File: src/hdl/irq_status_enable_consts.svh
// Purpose: Register offsets, field positions and reset values of the event request logic
// Assumes: Byte-wide register port, offsets are register indices
// Notes: Definitions only
`ifndef IRQ_STATUS_ENABLE_CONSTS_SVH
`define IRQ_STATUS_ENABLE_CONSTS_SVH

`define OFS_STATUS_PRIMARY 8'h06
`define OFS_STATUS_SECONDARY 8'h07
`define OFS_ENABLE_PRIMARY 8'h08
`define OFS_ENABLE_SECONDARY 8'h09

`define BIT_DIRECTION 7
`define BIT_HIGH_MARK 6
`define BIT_LOW_MARK 5
`define BIT_CMD_DONE 4
`define BIT_TX_DONE 3
`define BIT_RX_DONE 2
`define BIT_ERR_SUM 1
`define BIT_FRAME_START 0

`define BIT_GLOBAL 6
`define BIT_CARD 5
`define BIT_INVERT 7
`define BIT_PIN_GATE 6
`define BIT_PUSH_PULL 7

`define RST_STATUS 8'h00
`define RST_ENABLE 8'h00
`define CMD_IDLE 5'h00

`endif

File: src/hdl/irq_status_enable_pkg.sv
// Purpose: Types of the event request logic
// Assumes: Constants come from the consts header
// Notes: State is one packed struct
package irq_status_enable_pkg;

  typedef struct packed {
    logic [6:0] statusPrimary;
    logic [5:0] statusSecondary;
    logic globalRequest;
    logic [7:0] enablePrimary;
    logic [7:0] enableSecondary;
    logic [7:0] readData;
    logic highLivePrev;
    logic lowLivePrev;
    logic [4:0] commandPrev;
  } state_type;

endpackage

File: src/hdl/irq_status_enable_logic.sv
// Purpose: Sticky event flags, enables and request pin of a reader frontend
// Assumes: Event inputs come from logic on sys_clk; one strobe per cycle
// Notes: Hardware set wins over a software clear in the same cycle
`timescale 1ns/10ps
`include "irq_status_enable_consts.svh"

module irq_status_enable_logic
  import irq_status_enable_pkg::*;
(
  // Clock and reset
  input wire logic sys_clk,
  input wire logic srst,
  input wire logic clkEnable,
  // Register port
  input wire logic [7:0] regAddr,
  input wire logic [7:0] regWriteData,
  input wire logic regWrite,
  input wire logic regRead,
  output logic [7:0] regReadData,
  // Event sources
  input wire logic fifoHighMarkLive,
  input wire logic fifoLowMarkLive,
  input wire logic [4:0] commandField,
  input wire logic commandByHost,
  input wire logic unknownCommand,
  input wire logic transmitLastBit,
  input wire logic receiveStreamEnd,
  input wire logic fifoWriteError,
  input wire logic fifoOverflowError,
  input wire logic protocolError,
  input wire logic emptyTransmitError,
  input wire logic integrityError,
  input wire logic frameStartSymbol,
  input wire logic subcarrierSeen,
  input wire logic cardDetected,
  input wire logic [4:0] timerUnderflow,
  // Request pin and forced command idle
  output logic requestPinOut,
  output logic requestPinOe_n,
  output logic commandForceIdle
);

  state_type state;
  state_type next_state;

  logic [6:0] hwSetPrimary;
  logic [5:0] hwSetSecondary;
  logic wrStatusPrimary;
  logic wrStatusSecondary;
  logic commandDone;
  logic anyEnabled;
  logic pinLevel;
  logic activeLevel;

  // ------------------------------------------------------------
  // Event capture
  // ------------------------------------------------------------
  assign wrStatusPrimary = regWrite && (regAddr == `OFS_STATUS_PRIMARY);
  assign wrStatusSecondary = regWrite && (regAddr == `OFS_STATUS_SECONDARY);

  // Host-written idle is an abort, not a self termination
  assign commandDone = ((state.commandPrev != `CMD_IDLE) && (commandField == `CMD_IDLE)
                        && !commandByHost) || unknownCommand;
  assign commandForceIdle = unknownCommand;

  always_comb begin
    hwSetPrimary = 7'h00;
    hwSetPrimary[`BIT_HIGH_MARK] = fifoHighMarkLive && !state.highLivePrev;
    hwSetPrimary[`BIT_LOW_MARK] = fifoLowMarkLive && !state.lowLivePrev;
    hwSetPrimary[`BIT_CMD_DONE] = commandDone;
    hwSetPrimary[`BIT_TX_DONE] = transmitLastBit;
    hwSetPrimary[`BIT_RX_DONE] = receiveStreamEnd;
    hwSetPrimary[`BIT_ERR_SUM] = fifoWriteError | fifoOverflowError | protocolError
                                 | emptyTransmitError | integrityError;
    hwSetPrimary[`BIT_FRAME_START] = frameStartSymbol | subcarrierSeen;
    hwSetSecondary = {cardDetected, timerUnderflow};
  end

  // ------------------------------------------------------------
  // Next state
  // ------------------------------------------------------------
  always_comb begin
    next_state = state;
    next_state.highLivePrev = fifoHighMarkLive;
    next_state.lowLivePrev = fifoLowMarkLive;
    next_state.commandPrev = commandField;
    if (wrStatusPrimary) begin
      if (regWriteData[`BIT_DIRECTION]) begin
        next_state.statusPrimary = state.statusPrimary | regWriteData[6:0];
      end else begin
        next_state.statusPrimary = state.statusPrimary & ~regWriteData[6:0];
      end
    end
    if (wrStatusSecondary) begin
      if (regWriteData[`BIT_DIRECTION]) begin
        next_state.statusSecondary = state.statusSecondary | regWriteData[5:0];
      end else begin
        next_state.statusSecondary = state.statusSecondary & ~regWriteData[5:0];
      end
    end
    // Hardware sets last so they beat a same-cycle clear
    next_state.statusPrimary = next_state.statusPrimary | hwSetPrimary;
    next_state.statusSecondary = next_state.statusSecondary | hwSetSecondary;
    if (regWrite && (regAddr == `OFS_ENABLE_PRIMARY)) begin
      next_state.enablePrimary = regWriteData;
    end
    if (regWrite && (regAddr == `OFS_ENABLE_SECONDARY)) begin
      next_state.enableSecondary = regWriteData;
    end
    // One cycle behind the flags it summarises
    next_state.globalRequest = anyEnabled;
    next_state.readData = 8'h00;
    if (regRead) begin
      case (regAddr)
        `OFS_STATUS_PRIMARY: next_state.readData = {1'b0, state.statusPrimary};
        `OFS_STATUS_SECONDARY: begin
          next_state.readData = {1'b0, state.globalRequest, state.statusSecondary};
        end
        `OFS_ENABLE_PRIMARY: next_state.readData = state.enablePrimary;
        `OFS_ENABLE_SECONDARY: next_state.readData = state.enableSecondary;
        default: next_state.readData = 8'h00;
      endcase
    end
  end

  assign anyEnabled = |(state.statusPrimary & state.enablePrimary[6:0])
                      || |(state.statusSecondary & state.enableSecondary[5:0]);

  // ------------------------------------------------------------
  // State register
  // ------------------------------------------------------------
  always_ff @(posedge sys_clk) begin
    if (srst) begin
      state.statusPrimary <= 7'h00;
      state.statusSecondary <= 6'h00;
      state.globalRequest <= 1'b0;
      state.enablePrimary <= `RST_ENABLE;
      state.enableSecondary <= `RST_ENABLE;
      state.readData <= 8'h00;
      state.highLivePrev <= 1'b0;
      state.lowLivePrev <= 1'b0;
      state.commandPrev <= `CMD_IDLE;
    end else if (clkEnable) begin
      state <= next_state;
    end
  end

  assign regReadData = state.readData;

  // ------------------------------------------------------------
  // Request pin
  // ------------------------------------------------------------
  assign activeLevel = state.globalRequest && state.enableSecondary[`BIT_PIN_GATE];
  assign pinLevel = activeLevel ^ state.enablePrimary[`BIT_INVERT];
  // Open drain only pulls low; high is left to the external pull-up
  assign requestPinOut = pinLevel;
  assign requestPinOe_n = state.enableSecondary[`BIT_PUSH_PULL] ? 1'b0 : pinLevel;
endmodule

File: config.mk
export PLATFORM = sky130hd
export DESIGN_NAME = irq_status_enable_logic
export DESIGN_NICKNAME = d
export VERILOG_FILES = /design/src/hdl/irq_status_enable_pkg.sv /design/src/hdl/irq_status_enable_logic.sv
export VERILOG_INCLUDE_DIRS = /design/src /design/src/hdl
export SDC_FILE = /design/constraint.sdc
export NUM_CORES = 1
export LEC_CHECK = 0
export BUFFER_PORTS_ARGS = -buffer_cell sky130_fd_sc_hd__buf_4
export CAP_MARGIN = 20
export CORE_UTILIZATION = 57
export DETAILED_ROUTE_END_ITERATION = 16
export PLACE_DENSITY = 0.85
export SYNTH_ARGS = -nofsm -noshare
export SYNTH_HDL_FRONTEND = slang
export SYNTH_SLANG_ARGS = --single-unit
File: constraint.sdc
create_clock -name sys_clk -period 3.8 [get_ports sys_clk]
set_input_delay 0.19 -clock sys_clk [delete_from_list [all_inputs] [get_ports sys_clk]]
set_output_delay 0.19 -clock sys_clk [all_outputs]
set_load 0.005 [all_outputs]
==> results of run 1 <==
registers in the layout (all words and copies together) (netlist names):
| register | cells |
|---|---|
| state | 37 |
| regReadData | 8 |
where the power goes:
part	switching [mW]	internal, mW
clock network	0.176	0.197
registers	0.0124	0.486
logic	0.0560	0.0555
layout make-up:
type	instances	area (µm²)	area share
clock buffer	5	68.82	0.02556
clock inverter	3	46.29	0.01719
inverter	9	33.78	0.01255
multi-input combinational	170	1170	0.4345
sequential	45	900.9	0.3346
tap	48	60.06	0.02230
timing repair buffer	55	412.9	0.1533
stage by stage:
stage	instances	worst slack [ps]	hold slack [ps]	power, mW
after floorplan	246	2377	333.9	0.5624
after global placement	327	2078	434.5	0.6155
after detailed placement	327	2077	443.8	0.6192
after CTS	335	2330	128.8	0.9801
after global routing	335	2269	127.1	1.023
final	335	2341	127.8	0.9822
cells in the final DEF, fill, tap and decap left out, types with 3 or more instances in the layout:
cell type | netlist | routed
mux2i_1 | 38 | 38
clkbuf_8 | 0 | 5
nor2_1 | 36 | 36
o21ai_0 | 3 | 3
inv_1 | 8 | 8
o22ai_1 | 7 | 7
a21oi_1 | 11 | 11
nand2_1 | 9 | 9
a22oi_1 | 20 | 20
buf_4 | 9 | 55
o21ai_1 | 11 | 11
nand3_1 | 4 | 4
dfxtp_1 | 45 | 45
worst max-delay path: stages:
cell and delay, ps:
buf_4 120, or4_4 570, nor4_4 490, a22oi_1 150, a21oi_1 170
cells by family after synthesis:
kind of cell           after synthesis  share of synthesized area
AND/OR/NAND/NOR                     69                     0.1693
AO/OA/AOI/OAI                       61                     0.1766
flip-flops                          45                     0.4049
multiplexers                        39                     0.1760
buffers and inverters               31                    0.06917
XOR/XNOR                             1                   0.003938
how the worst min path moves through the flow:
stage	start	endpoint	slack (ps)	cells past startpoint
2_1_floorplan	regWriteData[0]	state[15]	330	2
3_3_place_gp	commandField[4]	state[4]	430	3
3_5_place_dp	fifoLowMarkLive	state[5]	440	3
4_1_cts	commandField[4]	state[4]	130	3
5_1_grt	fifoLowMarkLive	state[5]	130	3
6_report	fifoLowMarkLive	state[5]	130	3
per-layer routing:
metal	vias up	wire [µm]	global-route usage	share of wire
li1	965	-	-	-
met1	914	2306	0.3352	0.44
met2	80	2541	0.4763	0.48
met3	10	326	0.07923	0.062
met4	0	111	0.09722	0.021
met5	-	0	0	0
==> flow_summary.json, run 1 <==
{
  "dp_hpwl_um": 3774,
  "io_buffers": 55,
  "end_kind": "register",
  "vias_per_cell": 5.878,
  "netlist_top_cells_count": "dfxtp_1, mux2i_1, nor2_1",
  "reg2reg_slack_ps": 2340,
  "synthTopCellsByArea": "dfxtp_1, mux2i_1, a22oi_1",
  "r2r_cells": 4,
  "cts_setup_buffers": 0,
  "outcome": "complete, no violations",
  "finClkSkew_ps": 13.03,
  "core_area_um2": 3689,
  "fin_util": 0.7300,
  "die_x_um": 64.47,
  "tns_ps": 0,
  "min_period_ps": 1459,
  "powerDensity_nw_per_um2": 364.8,
  "max-slew-margin-rel": 0.6143,
  "gr-usage-all-layers": 0.2798,
  "num_vias": 1969,
  "ys.flop_type": "dfxtp_1",
  "synth_warnings": 0,
  "hold_class": "in2reg",
  "insertion_delay_ps": 310,
  "period_share": 0.3840,
  "ant_nets": 0,
  "io_pins": 56,
  "wl_per_cell_um": 15.78,
  "finalSetupViolations": 0,
  "synthMostInstantiatedCell": "dfxtp_1",
  "die_area_um2": 4156,
  "synth-seq-cells": 45,
  "placementRows": 22,
  "first_pass_iters": 4,
  "tightest_slew_ps": 576.9,
  "cts_tree": "yes",
  "r2r-start": "state[4]",
  "grt_max_degree": 46,
  "r2r_end": "state[42]",
  "place.gp.congestion": 0.8183,
  "cp-endpoint": "state[33]",
  "startpoint_type": "primary input",
  "required_ps": 4040,
  "h-tree-depth": 2,
  "syn-cell-area_um2": 2225,
  "leakagePower_nw": 1.238,
  "startpoint": "regAddr[5]",
  "synth-async-reset-ratio": 0,
  "seq_area_frac_synth": 0.4049,
  "synth_cell_types": 39,
  "drt_wl_total_um": 5286,
  "synth_fp_nets": 291,
  "cts_inserted_buffers": 5,
  "grt_pass1_wl_um": 8866,
  "drv_cap": 0,
  "drive_gt1_frac": 0.2439,
  "slew_viol_final": 0,
  "antenna_found_initial": 0,
  "synth_top_area_share": 0.4049,
  "syn_to_final_growth_pct": 21.03,
  "worstSetupPathType": "in2reg",
  "rsz0062_at_grt": "false",
  "synth_edf_count": 0,
  "finalHoldViolations": 0,
  "nNetsFinal": 331,
  "clkSlewWorstSetupHoldPaths_ps": 80,
  "start_util": 0.6031,
  "antenna_cells": 0,
  "ir_drop_mv": 0.2934,
  "cts.sinks": 45,
  "yosysTopAreaCell": "dfxtp_1",
  "overflow": 0,
  "final_cell_area_um2": 2693,
  "clk_path_buf_depth": 2,
  "ctsHoldBuffers": 0,
  "syn_area_per_cell_um2": 9.043,
  "fillers": 315,
  "grt_pass1_vias": 1914,
  "syn_inst": 246,
  "cts_root_buffer": "clkbuf_8",
  "die_y_um": 64.47,
  "worstPathArrival_ps": 1700,
  "post_cts_resized": 0,
  "drtIter0Drc": 186,
  "dpl_cell_area_um2": 2577,
  "path_max_fanout": 6,
  "drc_errors": 0,
  "max_freq_ghz": 0.6854
}
(Power assumes the default switching activity.)
==> inputs of run 2 (changes only) <==
--- a/config.mk
+++ b/config.mk
@@ -8,9 +8,9 @@
 export LEC_CHECK = 0
 export BUFFER_PORTS_ARGS = -buffer_cell sky130_fd_sc_hd__buf_4
 export CAP_MARGIN = 20
-export CORE_UTILIZATION = 57
+export CORE_UTILIZATION = 53
 export DETAILED_ROUTE_END_ITERATION = 16
-export PLACE_DENSITY = 0.85
+export PLACE_DENSITY = 0.8
 export SYNTH_ARGS = -nofsm -noshare
 export SYNTH_HDL_FRONTEND = slang
 export SYNTH_SLANG_ARGS = --single-unit
==> constraint.sdc (replaced) <==
create_clock -name sys_clk -period 1.51 [get_ports sys_clk]
set_input_delay 0.0755 -clock sys_clk [delete_from_list [all_inputs] [get_ports sys_clk]]
set_output_delay 0.0755 -clock sys_clk [all_outputs]
set_load 0.005 [all_outputs]
==> run 2 against run 1 <==
- core utilization decreased by 5.1 points
- first-iteration DRC count decreased by 31%
- routed wire length grew 0.21%
- die area is 7.3% higher
- critical path depth decreased by 1
- sequential power rose to 2.5 times the previous value
- sequential share of layout area is 0.51 points lower
- via count rose by 2.4%
- clock skew down 5.0 ps
- critical path type is now reg2reg
- critical endpoint is now state[42]
- highest routed layer unchanged
==> flow_summary.json, run 2 (synthesis results as in run 1) <==
{
  "outcome": "complete, no violations",
  "overflow": 0,
  "drv_cap": 0,
  "hold_end": "state[2]",
  "wl_per_cell_um": 15.49,
  "slowest_delay_ps": 510,
  "hold_depth": 3,
  "seq_area_um2": 900.9,
  "startpoint_type": "register",
  "startpoint": "state[4]",
  "drive_gt1_frac": 0.2534,
  "end_kind": "register",
  "insertion_delay_ps": 300,
  "cts_tree": "yes",
  "fin_util": 0.6786,
  "num_vias": 2017,
  "period_share": 0.9275,
  "placementRows": 23,
  "cts_inserted_buffers": 5,
  "place.gp.congestion": 0.8179,
  "nNetsFinal": 336,
  "first_pass_iters": 5,
  "die_y_um": 66.79,
  "syn_to_final_growth_pct": 22.89,
  "finClkSkew_ps": 8.059,
  "vias_per_cell": 5.898,
  "powerDensity_nw_per_um2": 909.8,
  "h-tree-depth": 2,
  "r2r_end": "state[42]",
  "leakagePower_nw": 1.267,
  "dp_hpwl_um": 3829,
  "drtIter0Drc": 128,
  "grt_max_degree": 46,
  "grt_pass1_wl_um": 8687,
  "max_freq_ghz": 0.7140,
  "core_area_um2": 4029,
  "worstSetupPathType": "reg2reg",
  "slew_viol_final": 0,
  "gr-usage-all-layers": 0.2603,
  "largest_register_ff_count": 37,
  "die_area_um2": 4460,
  "fillers": 337,
  "grt_pass1_vias": 1847,
  "finalHoldViolations": 0,
  "drc_errors": 0,
  "antenna_cells": 0,
  "final_cell_area_um2": 2734,
  "cts.sinks": 45,
  "top_register": "state",
  "r2r-start": "state[4]",
  "antenna_found_initial": 0,
  "clk_path_buf_depth": 2,
  "cts_root_buffer": "clkbuf_8",
  "start_util": 0.5522,
  "min_period_ps": 1401,
  "tns_ps": 0,
  "r2r_cells": 4,
  "path_max_fanout": 2,
  "crit_path_cell_trace": "or4_1 -> o211a_1 -> o21ai_1 -> a21oi_1",
  "final_common_cell": "buf_4",
  "multiInputGateArea_um2": 1170,
  "dpl_cell_area_um2": 2618,
  "min-delay-start": "commandField[2]",
  "max-slew-margin-rel": 0.6842,
  "drt_wl_total_um": 5297,
  "required_ps": 1680,
  "tightest_slew_ps": 473.7,
  "reg2reg_slack_ps": 110,
  "hold_class": "in2reg",
  "p_total_mw": 2.487,
  "io_buffers": 55,
  "ant_nets": 0,
  "slowest_stage": "or4_1",
  "clkSlewWorstSetupHoldPaths_ps": 80,
  "io_pins": 56,
  "finalSetupViolations": 0,
  "die_x_um": 66.79,
  "mostFrequentLayoutCells": "buf_4, dfxtp_1, mux2i_1",
  "ir_drop_mv": 0.4580,
  "worstPathArrival_ps": 1570,
  "rsz0062_at_grt": "false"
}
## run 2: changes by cell type in the layout (fill, tap and decap cells not counted)
cell / previous run / this run
clkinvlp_4: 1 / 0
buf_4: 55 / 60
o21ai_0: 3 / 2
o21ai_1: 11 / 12
clkbuf_1: 0 / 1
clkbuf_8: 5 / 6
clkinv_4: 1 / 0
## run 2: worst max-delay path by stage
stage           endpoint  depth (start not counted)  slack [ps]
3_3_place_gp   state[32]                          5         -30
5_1_grt        state[42]                          4          50
3_5_place_dp   state[37]                          5         -70
4_1_cts        state[42]                          4          80
6_report       state[42]                          4         110
2_1_floorplan  state[42]                          4         200
## run 2: worst max-delay path, delay by kind of cell (launching register included)
| kind | cells | cell delay, ps |
|---|---|---|
| DFF | 1 | 320 |
| and+or+nand+nor | 1 | 510 |
| AOI/OAI and AO/OA | 3 | 440 |
## run 2: timing repair
action                                  4_1_cts  5_1_grt
buffers inserted                              0        0
hold buffers                                  0        0
endpoints found under the setup margin        0        1
gates resized for setup                       0        1
## run 2: area by class of cell
cell class	instances	share of cell area
sequential	45	0.3295
timing repair buffer	60	0.1648
tap	50	0.02288
multi-input combinational	170	0.4279
inverter	9	0.01236
clock buffer	7	0.03158
clock inverter	1	0.01098
## run 2: metal layers
metal / track usage / wire, µm / vias up
met5: 0 / 0 / -
met4: 0.09574 / 70 / 0
met3: 0.04281 / 305 / 7
met2: 0.4205 / 2496 / 77
met1: 0.3444 / 2425 / 958
li1: - / - / 975
## run 2: stage by stage
stage	setup WS, ps	hold WS, ps	cells
finish	109.4	18.54	342
CTS	77.62	13.92	342
global placement	-33.61	321.8	334
detailed placement	-66.78	327.7	334
floorplan	196.0	219.4	246
global route	54.40	30.15	342
## run 2: power by group
part	switching [mW]	internal, mW	leakage [nW]
combinational	0.143	0.146	0.841
clock	0.406	0.540	0.0585
sequential	0.0294	1.22	0.367
